<file path="config.mk">
export PLATFORM = sky130hd
export DESIGN_NAME = suart_top
export DESIGN_NICKNAME = d
export VERILOG_FILES = /design/src/suart_pkg.sv /design/src/suart_rx_if.sv /design/src/suart_top.sv /design/src/suart_rx.sv
export SDC_FILE = /design/constraint.sdc
export NUM_CORES = 1
export LEC_CHECK = 0
export BUFFER_PORTS_ARGS = -buffer_cell sky130_fd_sc_hd__buf_2
export CAP_MARGIN = 10
export CELL_PAD_IN_SITES_DETAIL_PLACEMENT = 1
export CELL_PAD_IN_SITES_GLOBAL_PLACEMENT = 2
export CORE_ASPECT_RATIO = 1.25
export CORE_MARGIN = 2
export CORE_UTILIZATION = 36
export DETAILED_ROUTE_END_ITERATION = 10
export PLACE_DENSITY = 0.85
export SYNTH_ARGS = -nofsm -noshare
export SYNTH_HDL_FRONTEND = slang
export SYNTH_SLANG_ARGS = --single-unit
</file>
<file path="constraint.sdc">
create_clock -name I_MCLK -period 3 [get_ports I_MCLK]
set_input_delay 0.15 -clock I_MCLK [delete_from_list [all_inputs] [get_ports I_MCLK]]
set_output_delay 0.15 -clock I_MCLK [all_outputs]
set_load 0.005 [all_outputs]
</file>
<file path="src/suart_pkg.sv">
// Constants shared by the serial port unit files
`default_nettype none
package suart_pkg;
    // APB register offsets (byte addresses)
    localparam logic [7:0] A_CTRL   = 8'h00;
    localparam logic [7:0] A_MODE   = 8'h04;
    localparam logic [7:0] A_STAT   = 8'h08;
    localparam logic [7:0] A_TXDATA = 8'h0C;
    localparam logic [7:0] A_RXDATA = 8'h10;
    localparam logic [7:0] A_ID     = 8'h14;
    localparam logic [7:0] A_BAUD   = 8'h18;
    // serial_control_reg fields
    localparam int CB_RXEN = 0;
    localparam int CB_TXEN = 1;
    localparam int CB_RIE  = 2;
    localparam int CB_TIE  = 3;
    localparam int CB_TX_DONE_IRQ_EN = 4;
    // serial_mode_reg fields
    localparam int MB_SEVEN = 0;
    localparam int MB_PEN   = 1;
    localparam int MB_ODD   = 2;
    localparam int MB_MP    = 3;
    localparam int MB_STOP2 = 4;
    // serial_status_reg fields
    localparam int SB_RXF  = 0;
    localparam int SB_TXE  = 1;
    localparam int SB_TXD  = 2;
    localparam int SB_OVR  = 3;
    localparam int SB_FER  = 4;
    localparam int SB_PER  = 5;
    localparam int SB_MPB  = 6;
    localparam int SB_MP_BIT_TX_VALUE = 7;
    // Reset values
    localparam logic [4:0]  CTRL_RST = 5'h00;
    localparam logic [4:0]  MODE_RST = 5'h00;
    localparam logic [15:0] BAUD_RST = 16'h0043;
    localparam logic [7:0]  ID_RST   = 8'h00;
    // Sixteen ticks per bit, sample in the middle
    localparam logic [3:0] OVS_LAST = 4'hF;
    localparam logic [3:0] OVS_MID  = 4'h7;
    localparam logic [2:0] LAST7    = 3'h6;
    localparam logic [2:0] LAST8    = 3'h7;
endpackage
`default_nettype wire

</file>
<file path="src/suart_rx_if.sv">
// Carrier between the receive bit engine and the register side
`default_nettype none
interface suart_rx_if;
    logic       en;
    logic       tick;
    logic       seven;
    logic       has_extra;
    logic       done;
    logic [7:0] data;
    logic       extra;
    logic       stop_ok;
    modport core (input en, tick, seven, has_extra,
                  output done, data, extra, stop_ok);
    modport ctrl (output en, tick, seven, has_extra,
                  input done, data, extra, stop_ok);
endinterface
`default_nettype wire

</file>
<file path="src/suart_top.sv">
// Asynchronous serial port unit: APB registers, receive control, transmit
//
// The APB register port and the register offsets are this design's own decisions.
`default_nettype none
// Function
// - While enabled, watch the line, sync to a start bit, receive a frame.
// - Shift data LSB first, then optional parity bit, then stop bit.
// - Check count of ones against even or odd parity selection.
// - Stop bit must be 1; with two stops only the first is checked.
// - All checks pass: copy byte to receive data, set receive-full.
// - Frame ends while receive-full set: set overrun, keep old data.
// - Stop bit 0: set framing error, still copy the byte.
// - Parity mismatch: set parity error, still copy the byte.
// - Any error flag set blocks reception until software clears all.
// - Receive-full with receive interrupt enable requests full interrupt.
// - Any error flag with receive interrupt enable requests error interrupt.
// - DMA read of receive data clears receive-full automatically.
// - Receiver skips frames until mp bit 1, keeps going on identifier match.
// - Multiprocessor format ignores parity enable; mp bit replaces parity.
// - Transmit-empty cleared to 0 means new data: load shift register.
// - After load set transmit-empty, start sending, request empty interrupt.
// - Frame: start 0, 7 or 8 data LSB first, optional parity or mp bit, stop 1s, idle 1s.
// - At stop bit sample transmit-empty: load next, or set done and idle.
// - Transmit done with its enable requests a transmit-done interrupt.
// - DMA write of transmit data clears transmit-empty automatically.
// - Tx disable sets empty, resets shift reg; rx disable returns the rx engine to idle, keeps rx flags and data.
module suart_top (
    // Clock, reset, enable
    input  wire logic        I_MCLK,
    input  wire logic        I_RST,
    input  wire logic        I_CE,
    // APB slave
    input  wire logic        I_PSEL,
    input  wire logic        I_PENABLE,
    input  wire logic        I_PWRITE,
    input  wire logic [7:0]  I_PADDR,
    input  wire logic [31:0] I_PWDATA,
    output logic      [31:0] O_PRDATA,
    output logic             O_PREADY,
    output logic             O_PSLVERR,
    input  wire logic        I_DMA_ACC,
    // Serial line
    input  wire logic        I_RXD,
    output logic             O_TXD,
    // Service requests
    output logic             O_RX_FULL_IRQ,
    output logic             O_RX_ERR_IRQ,
    output logic             O_TX_EMPTY_IRQ,
    output logic             O_TX_DONE_IRQ
);

typedef enum logic [5:0] {
    T_IDLE  = 6'b000001,
    T_START = 6'b000010,
    T_DATA  = 6'b000100,
    T_EXTRA = 6'b001000,
    T_STOP1 = 6'b010000,
    T_STOP2 = 6'b100000
} suart_txst_e;

typedef struct packed {
    logic [4:0]  ctrl;
    logic [4:0]  mode;
    logic [15:0] baud;
    logic [7:0]  id;
    logic [15:0] div;
    logic        tick;
    logic [7:0]  tx_data_reg;
    logic [7:0]  rx_data_reg;
    logic        rxf;
    logic        txe;
    logic        txd;
    logic        ovr;
    logic        framing_err_flag;
    logic        per;
    logic        processor_select_bit;
    logic        mp_bit_tx_value;
    logic        mpm;
    suart_txst_e tst;
    logic [3:0]  tcnt;
    logic [2:0]  tbit;
    logic [7:0]  tx_shift_reg;
    logic        tmp;
    logic        tline;
    logic        tnext;
    logic [31:0] prdata;
} suart_st_s;

suart_st_s   q;
suart_st_s   n;
suart_rx_if  rif ();
logic        wr;
logic        rd;
logic        any_err;
logic        pen_eff;
logic        par_ok;
logic        keep;
logic        take;
logic        chk;
logic        ld;
logic [2:0]  lastb;
logic [31:0] rv;

function automatic logic mapped(input logic [7:0] a);
    return a == suart_pkg::A_CTRL   || a == suart_pkg::A_MODE   ||
           a == suart_pkg::A_STAT   || a == suart_pkg::A_TXDATA ||
           a == suart_pkg::A_RXDATA || a == suart_pkg::A_ID     ||
           a == suart_pkg::A_BAUD;
endfunction

suart_rx u_suart_rx (
    .i_clk (I_MCLK),
    .i_rst (I_RST),
    .i_ce  (I_CE),
    .i_rxd (I_RXD),
    .rif   (rif.core)
);

assign wr      = I_PSEL && I_PENABLE && I_PWRITE;
assign rd      = I_PSEL && I_PENABLE && !I_PWRITE;
assign any_err = q.ovr || q.framing_err_flag || q.per;
assign pen_eff = q.mode[suart_pkg::MB_PEN] && !q.mode[suart_pkg::MB_MP];
assign lastb   = q.mode[suart_pkg::MB_SEVEN] ? suart_pkg::LAST7
                                            : suart_pkg::LAST8;
assign rif.en        = q.ctrl[suart_pkg::CB_RXEN] && !any_err;
assign rif.tick      = q.tick;
assign rif.seven     = q.mode[suart_pkg::MB_SEVEN];
assign rif.has_extra = pen_eff || q.mode[suart_pkg::MB_MP];
// ones count against even or odd
assign par_ok = !pen_eff ||
    ((^rif.data ^ rif.extra) == q.mode[suart_pkg::MB_ODD]);
// only payload after a matching identifier
assign keep = !q.mode[suart_pkg::MB_MP] || (!rif.extra && q.mpm);
assign take = rif.done && keep;

// Read data is captured in the setup phase so it leaves a flop
always_comb begin
    rv = 32'h0000_0000;
    if (I_PADDR == suart_pkg::A_CTRL) begin
        rv[4:0] = q.ctrl;
    end else if (I_PADDR == suart_pkg::A_MODE) begin
        rv[4:0] = q.mode;
    end else if (I_PADDR == suart_pkg::A_STAT) begin
        rv[suart_pkg::SB_RXF]  = q.rxf;
        rv[suart_pkg::SB_TXE]  = q.txe;
        rv[suart_pkg::SB_TXD]  = q.txd;
        rv[suart_pkg::SB_OVR]  = q.ovr;
        rv[suart_pkg::SB_FER]  = q.framing_err_flag;
        rv[suart_pkg::SB_PER]  = q.per;
        rv[suart_pkg::SB_MPB]  = q.processor_select_bit;
        rv[suart_pkg::SB_MP_BIT_TX_VALUE] = q.mp_bit_tx_value;
    end else if (I_PADDR == suart_pkg::A_TXDATA) begin
        rv[7:0] = q.tx_data_reg;
    end else if (I_PADDR == suart_pkg::A_RXDATA) begin
        rv[7:0] = q.rx_data_reg;
    end else if (I_PADDR == suart_pkg::A_ID) begin
        rv[7:0] = q.id;
    end else if (I_PADDR == suart_pkg::A_BAUD) begin
        rv[15:0] = q.baud;
    end
end

always_comb begin
    n   = q;
    chk = 1'b0;
    ld  = 1'b0;
    // sixteen-times bit rate tick
    // Compare with >= so a lowered baud value takes hold at once, not after a wrap
    if (q.div >= q.baud) begin
        n.div  = 16'h0000;
        n.tick = 1'b1;
    end else begin
        n.div  = q.div + 16'h0001;
        n.tick = 1'b0;
    end
    if (I_PSEL && !I_PENABLE) begin
        n.prdata = rv;
    end
    if (wr) begin
        if (I_PADDR == suart_pkg::A_CTRL) begin
            n.ctrl = I_PWDATA[4:0];
        end else if (I_PADDR == suart_pkg::A_MODE) begin
            n.mode = I_PWDATA[4:0];
        end else if (I_PADDR == suart_pkg::A_STAT) begin
            // Flags clear on a written 0, a written 1 leaves them
            n.rxf  = q.rxf && I_PWDATA[suart_pkg::SB_RXF];
            n.txe  = q.txe && I_PWDATA[suart_pkg::SB_TXE];
            n.txd  = q.txd && I_PWDATA[suart_pkg::SB_TXD];
            n.ovr  = q.ovr && I_PWDATA[suart_pkg::SB_OVR];
            n.framing_err_flag  = q.framing_err_flag && I_PWDATA[suart_pkg::SB_FER];
            n.per  = q.per && I_PWDATA[suart_pkg::SB_PER];
            n.mp_bit_tx_value = I_PWDATA[suart_pkg::SB_MP_BIT_TX_VALUE];
        end else if (I_PADDR == suart_pkg::A_TXDATA) begin
            n.tx_data_reg = I_PWDATA[7:0];
            if (I_DMA_ACC) begin
                n.txe = 1'b0;
            end
        end else if (I_PADDR == suart_pkg::A_ID) begin
            n.id = I_PWDATA[7:0];
        end else if (I_PADDR == suart_pkg::A_BAUD) begin
            n.baud = I_PWDATA[15:0];
        end
    end
    if (rd && I_DMA_ACC && I_PADDR == suart_pkg::A_RXDATA) begin
        n.rxf = 1'b0;
    end
    // Frame results come after the clears so that a set wins
    if (rif.done && q.mode[suart_pkg::MB_MP]) begin
        n.processor_select_bit = rif.extra;
        if (rif.extra) begin
            n.mpm = (rif.data == q.id);
        end
    end
    if (take) begin
        if (n.rxf) begin
            n.ovr = 1'b1;
        end else begin
            // copy and flag; errors still copy
            n.rx_data_reg = rif.data;
            n.framing_err_flag = !rif.stop_ok;
            n.per = !par_ok;
            n.rxf = rif.stop_ok && par_ok;
        end
    end
    if (!q.ctrl[suart_pkg::CB_TXEN]) begin
        n.tst   = T_IDLE;
        n.tx_shift_reg   = 8'h00;
        n.tcnt  = 4'h0;
        n.tline = 1'b1;
        n.txe   = 1'b1;
    end else begin
        case (q.tst)
            // cleared empty flag means new data
            T_IDLE: begin
                n.tline = 1'b1;
                ld      = !q.txe;
            end
            T_START, T_DATA, T_EXTRA, T_STOP1, T_STOP2: begin
                if (q.tick) begin
                    n.tcnt = q.tcnt + 4'h1;
                end
            end
            default: n.tst = T_IDLE;
        endcase
        if (q.tick && q.tcnt == suart_pkg::OVS_LAST &&
            q.tst != T_IDLE) begin
            case (q.tst)
                T_START: begin
                    n.tst   = T_DATA;
                    n.tbit  = 3'h0;
                    n.tline = q.tx_shift_reg[0];
                end
                T_DATA: begin
                    n.tx_shift_reg  = {1'b0, q.tx_shift_reg[7:1]};
                    n.tbit = q.tbit + 3'h1;
                    if (q.tbit == lastb) begin
                        if (rif.has_extra) begin
                            n.tst   = T_EXTRA;
                            n.tline = q.tmp;
                        end else begin
                            n.tst   = T_STOP1;
                            n.tline = 1'b1;
                            chk     = !q.mode[suart_pkg::MB_STOP2];
                        end
                    end else begin
                        n.tline = q.tx_shift_reg[1];
                    end
                end
                T_EXTRA: begin
                    n.tst   = T_STOP1;
                    n.tline = 1'b1;
                    chk     = !q.mode[suart_pkg::MB_STOP2];
                end
                T_STOP1: begin
                    if (q.mode[suart_pkg::MB_STOP2]) begin
                        n.tst = T_STOP2;
                        chk   = 1'b1;
                    end else begin
                        n.tst   = q.tnext ? T_START : T_IDLE;
                        n.tline = !q.tnext;
                    end
                end
                default: begin
                    n.tst   = q.tnext ? T_START : T_IDLE;
                    n.tline = !q.tnext;
                end
            endcase
        end
        // last stop bit decides: chain or finish
        if (chk) begin
            n.tnext = !q.txe;
            ld      = !q.txe;
            if (q.txe) begin
                n.txd = 1'b1;
            end
        end
        // load sets empty and starts a frame
        if (ld) begin
            n.tx_shift_reg  = q.tx_data_reg;
            n.txe  = 1'b1;
            n.txd  = 1'b0;
            n.tmp  = q.mode[suart_pkg::MB_MP] ? q.mp_bit_tx_value :
                     ((^(q.tx_data_reg & {!q.mode[suart_pkg::MB_SEVEN], 7'h7F}))
                      ^ q.mode[suart_pkg::MB_ODD]);
            n.tcnt = 4'h0;
            if (q.tst == T_IDLE) begin
                n.tst   = T_START;
                n.tline = 1'b0;
            end
        end
    end
end

always_ff @(posedge I_MCLK) begin
    if (I_RST) begin
        q       <= '0;
        q.ctrl  <= suart_pkg::CTRL_RST;
        q.mode  <= suart_pkg::MODE_RST;
        q.baud  <= suart_pkg::BAUD_RST;
        q.id    <= suart_pkg::ID_RST;
        q.txe   <= 1'b1;
        q.tst   <= T_IDLE;
        q.tline <= 1'b1;
    end else if (I_CE) begin
        q <= n;
    end
end

assign O_PRDATA  = q.prdata;
assign O_PREADY  = 1'b1;
assign O_PSLVERR = I_PSEL && I_PENABLE && !mapped(I_PADDR);
assign O_TXD     = q.tline;
assign O_RX_FULL_IRQ  = q.rxf && q.ctrl[suart_pkg::CB_RIE];
assign O_RX_ERR_IRQ   = any_err && q.ctrl[suart_pkg::CB_RIE];
assign O_TX_EMPTY_IRQ = q.txe && q.ctrl[suart_pkg::CB_TIE];
assign O_TX_DONE_IRQ  = q.txd && q.ctrl[suart_pkg::CB_TX_DONE_IRQ_EN];
endmodule
`default_nettype wire

</file>
<file path="src/suart_rx.sv">
// Receive bit engine: line sync, start detect, shift, stop sample
`default_nettype none
module suart_rx (
    // Clock, reset and enable
    input  wire logic i_clk,
    input  wire logic i_rst,
    input  wire logic i_ce,
    // Serial line
    input  wire logic i_rxd,
    // Register side
    suart_rx_if.core  rif
);

typedef enum logic [4:0] {
    R_IDLE  = 5'b00001,
    R_START = 5'b00010,
    R_DATA  = 5'b00100,
    R_EXTRA = 5'b01000,
    R_STOP  = 5'b10000
} suart_rxst_e;

typedef struct packed {
    logic        sync1;
    logic        sync2;
    suart_rxst_e st;
    logic [3:0]  cnt;
    logic [2:0]  bitn;
    logic [7:0]  sh;
    logic        extra;
    logic        stop_ok;
    logic        done;
    logic [7:0]  dout;
} suart_rxq_s;

suart_rxq_s q;
suart_rxq_s n;

always_comb begin
    n       = q;
    n.done  = 1'b0;
    n.sync1 = i_rxd;
    n.sync2 = q.sync1;
    if (!rif.en) begin
        n.st = R_IDLE;
    end else if (rif.tick) begin
        case (q.st)
            R_IDLE: begin
                if (!q.sync2) begin
                    n.st  = R_START;
                    n.cnt = 4'h0;
                end
            end
            R_START: begin
                if (q.cnt == suart_pkg::OVS_MID) begin
                    n.cnt  = 4'h0;
                    n.bitn = 3'h0;
                    n.st   = q.sync2 ? R_IDLE : R_DATA;
                end else begin
                    n.cnt = q.cnt + 4'h1;
                end
            end
            R_DATA: begin
                n.cnt = q.cnt + 4'h1;
                if (q.cnt == suart_pkg::OVS_LAST) begin
                    n.sh = {q.sync2, q.sh[7:1]};
                    if (q.bitn == (rif.seven ? suart_pkg::LAST7
                                             : suart_pkg::LAST8)) begin
                        n.st = rif.has_extra ? R_EXTRA : R_STOP;
                    end else begin
                        n.bitn = q.bitn + 3'h1;
                    end
                end
            end
            R_EXTRA: begin
                n.cnt = q.cnt + 4'h1;
                if (q.cnt == suart_pkg::OVS_LAST) begin
                    n.extra = q.sync2;
                    n.st    = R_STOP;
                end
            end
            // only the first stop bit is sampled
            R_STOP: begin
                n.cnt = q.cnt + 4'h1;
                if (q.cnt == suart_pkg::OVS_LAST) begin
                    n.stop_ok = q.sync2;
                    n.done    = 1'b1;
                    n.dout    = rif.seven ? {1'b0, q.sh[7:1]} : q.sh;
                    n.st      = R_IDLE;
                end
            end
            default: n.st = R_IDLE;
        endcase
    end
end

always_ff @(posedge i_clk) begin
    if (i_rst) begin
        q       <= '0;
        q.sync1 <= 1'b1;
        q.sync2 <= 1'b1;
        q.st    <= R_IDLE;
    end else if (i_ce) begin
        q <= n;
    end
end

assign rif.done    = q.done;
assign rif.data    = q.dout;
assign rif.extra   = q.extra;
assign rif.stop_ok = q.stop_ok;

endmodule
`default_nettype wire

</file>
==> impl_summary.md <==
Routing
The count of nets left with antenna violations once routing finished came out at 0. Using the TritonRoute via totals, the vias-per-cell ratio works out to 5.55. The iteration-0 DRC count of the detailed router is 409. The wire length per cell after detailed routing is 19.2 µm.

The first-pass iteration count of the detailed router is 5. Detailed routing placed a total of 771 µm of wire on met3. The routed design uses 13500 µm of met2 wire.

The total vias in the final route is 7548. The routed design has 26100 µm of wire. Signal routing reaches up to met5. The met1 wire length is 11200 µm. For this run, design rule violations remaining after detail routing come to 0.

Timing
The final critical-path share of the clock period is 86.1%. The measured slew at the worst slew-check pin is 1.15 ns. The tightest slew margin relative to the limit is 23.1%. The final count of negative-setup-slack endpoints is 0.

Setup repair after global routing left no endpoint under its margin. The highest achievable clock rate is 387 MHz. On the final layout, the worst clock skew is 0.0106 ns.

The max-slew violation count is 0. The count of endpoints failing hold in the final timing report is 0. The tightest hold path in the finished design has a slack of 0.0407 ns. Setup total negative slack on the finished layout was measured at 0 ns. The time the final worst path needs with I/O delays and setup is 2.58 ns.

Power and ir drop
Per report_power, the combinational group accounts for 5.0% of the total. After layout, the design draws a total of 4.59 mW. Per report_power, the sequential group accounts for 43.6% of the total. The switching part of the total is 23.9%. Internal power comes to 3.50 mW. The power density over the cells is 484 nW/µm².

IR analysis of the VDD net gives a maximum drop of 0.374 mV. For this design the static power due to leakage is 3.53 nW. The power dissipated by switching net loads is 1.10 mW. The clock network burns 51.3% of the power.

Global route
The pin count of the biggest net entering global routing is 101. The via count of the first global-routing pass is 7909. The number of antenna violations at the first check in global routing is 1.

After global routing the overflow that remains totals 0. The global-route wire length before repair is 42200 µm. Across every metal layer, demand over resource in global routing totals 21.6%.

Logic synthesis
The post-synthesis instance area is 8400 µm². The average cell area after synthesis is 8.15 µm². The biggest area contributor in the post-synthesis netlist is dfxtp_1. Yosys printed 0 warnings. After synthesis, flip-flops and latches occupy 35.5% of the total area.

The number of synthesized register bits is 149. The netlist uses 86 different library cells. After synthesis, the most frequently instantiated cells are dfxtp_1, nand2_1, nor2_1. In the post-synthesis netlist, the biggest area contributors are dfxtp_1, nand2_1, mux2i_1, a21oi_1, nor2_1. Counting every instance in the synthesized netlist gives 1031. Of all flip-flops after synthesis, the portion carrying an async set or reset was 0%. In this run the biggest area consumer among cell types represents 35.5% of the synthesized area.

The most common cell in the synthesized netlist is dfxtp_1. The number of flops mapped to enable cells by yosys is 0. For this run, the leading register cell type out of synthesis is dfxtp_1.

Layout
In the final layout, the share of cells above drive strength 1 is 12.9%. The area occupied by registers is 2980 µm². The fill cell total of the finished layout is 2761. The count of placed standard cells in the final layout, fillers left out is 1360. The number of nets at the end of the flow is 1128. The repair_antennas step left the layout with diodes totalling 0. The area used by multi-input combinational logic is 4840 µm². The area overhead of the layout relative to synthesis is 13.0%.

Floorplanning
After floorplanning, the core was divided into 62 placement rows. Once the floorplan was initialized, standard cells occupied 36.6% of the core. The floorplan step set the die width to 141 µm. The overall die area is 24600 µm².

The boundary pin count is 87. The die outline height is 175 µm. The placeable core region is 23000 µm².

Setup path
The signal arrival time at the worst endpoint is 2.84 ns. The peak fanout along the critical path is 14. The worst setup path is captured at a register.

Among all stages on the critical path, the largest delay is contributed by o21ai_1. In this design, the stage delay of the slowest critical-path cell is 0.92 ns. For the worst setup path, the data required time is 3.26 ns. In this design, the largest share of critical-path delay is due to compound AO/OA/AOI/OAI gates.

The sort of element at the start of the critical path is a register. By startpoint and endpoint, the worst setup path is classified as reg2reg. Counting both buffers and inverters, the worst setup path holds a total of 1. The critical path goes through inv_1, ha_1, nand2b_1, a21oi_1, o21ai_0, a31oi_1, o21ai_1, a211oi_1.

Clocking
The worst-skew pair later-pin latency is 0.43 ns. CTS saw 149 sinks. The TritonCTS clock tree is yes. TritonCTS created 17 clock buffers. The clock passes through at most 2 buffers.

The number of levels the H-tree was split into is 4. The register clock-pin slew on the reported worst setup and hold paths is 0.07 ns. The number of post-CTS setup repair buffers is 0. The root buffer cell chosen for the clock tree is clkbuf_16.

Placed design
Detailed placement ended at an HPWL of 18900 µm. The number of input and output port buffers inserted is 53. The placer's final routability congestion estimate is 0.843. Once placement completed, the tool counted placed cells totaling 1319.

Worst hold path
The path class of the tightest hold or removal check is in2reg.

Run
The max-cap check violation count is 0.

Outcome
The run finished with clean final reports.
[tightest hold or removal path: stages]
cell     delay (ns)
buf_2          0.14
nand3_1        0.07
a21oi_1        0.05
[cells in the final DEF (no fill, tap or decap), types with 28 or more instances in the layout]
cell type  count
dfxtp_1      149
nand2_1      131
nor2_1       100
a21oi_1       75
buf_2         52
mux2i_1       49
o21ai_0       46
inv_1         32
a211oi_1      29
nand3_1       28
[registers in the layout, indices dropped and copies added, names as in the netlist]
register / count
q: 98
u_suart_rx.rif.data: 8
u_suart_rx.rif.extra: 1
O_PRDATA: 16
u_suart_rx.rif.done: 1
u_suart_rx.rif.stop_ok: 1
O_TXD: 1
rif.tick: 1
u_suart_rx.n: 1
u_suart_rx.q: 21
[repair_timing]
| item | in CTS | in global routing |
|---|---|---|
| resized for setup | 0 | 0 |
| hold endpoints to repair | 9 | 0 |
| hold buffers | 9 | 0 |
[worst paths after layout]
kind,start,to,slack [ns],cells past startpoint
min,I_PWDATA[7],q[80],0.04,3
max,q[82],q[86],0.42,8
max reg2reg,q[82],q[86],0.42,8
min reg2reg,q[56],q[56],0.46,2
[kinds of logic (layout without fill, tap and decap cells)]
group	count (synthesis)	after routing	synth area share, %
AO/OA/AOI/OAI	251	251	20.4
XOR/XNOR	44	44	4.75
adder cells (fa/ha/maj)	21	21	3.13
buffers and inverters	125	151	7.54
flip-flops	149	149	35.5
multiplexers	50	50	5.97
other	2	17	0.0894
AND/OR/NAND/NOR	389	389	22.6
[layout make-up]
type	count	area share, %
Multi-Input combinational cell	772	51.0
Sequential cell	149	31.4
Timing Repair Buffer	86	5.80
Clock buffer	19	4.67
Tap cell	288	3.80
Clock inverter	13	2.04
Inverter	33	1.30
[through the flow]
stage / utilization [%] / worst slack (ns) / cell area, µm²
floorplan: - / 0.925 / 8450
global placement: 38.2 / 0.452 / 8770
finish: 41.3 / 0.418 / 9490
global route: 41.3 / 0.156 / 9490
CTS: 41.3 / 0.358 / 9490
detailed placement: 38.2 / 0.423 / 8770
[power by group through the flow]
stage	Combinational [mW]	Clock, mW	Sequential (mW)
after detailed placement	0.222	0	2.05
after global placement	0.220	0	2.05
final	0.232	2.36	2.00
after CTS	0.231	2.39	2.00
after floorplan	0.145	0	2.04
after global routing	0.251	2.48	2.00
[per-layer routing]
metal  up-vias  track usage (%)
met4         2             7.00
li1       3696                -
met5         -                0
met1      3679             25.8
met2       131             39.2
met3        40             3.64
(Power assumes the default switching activity.)
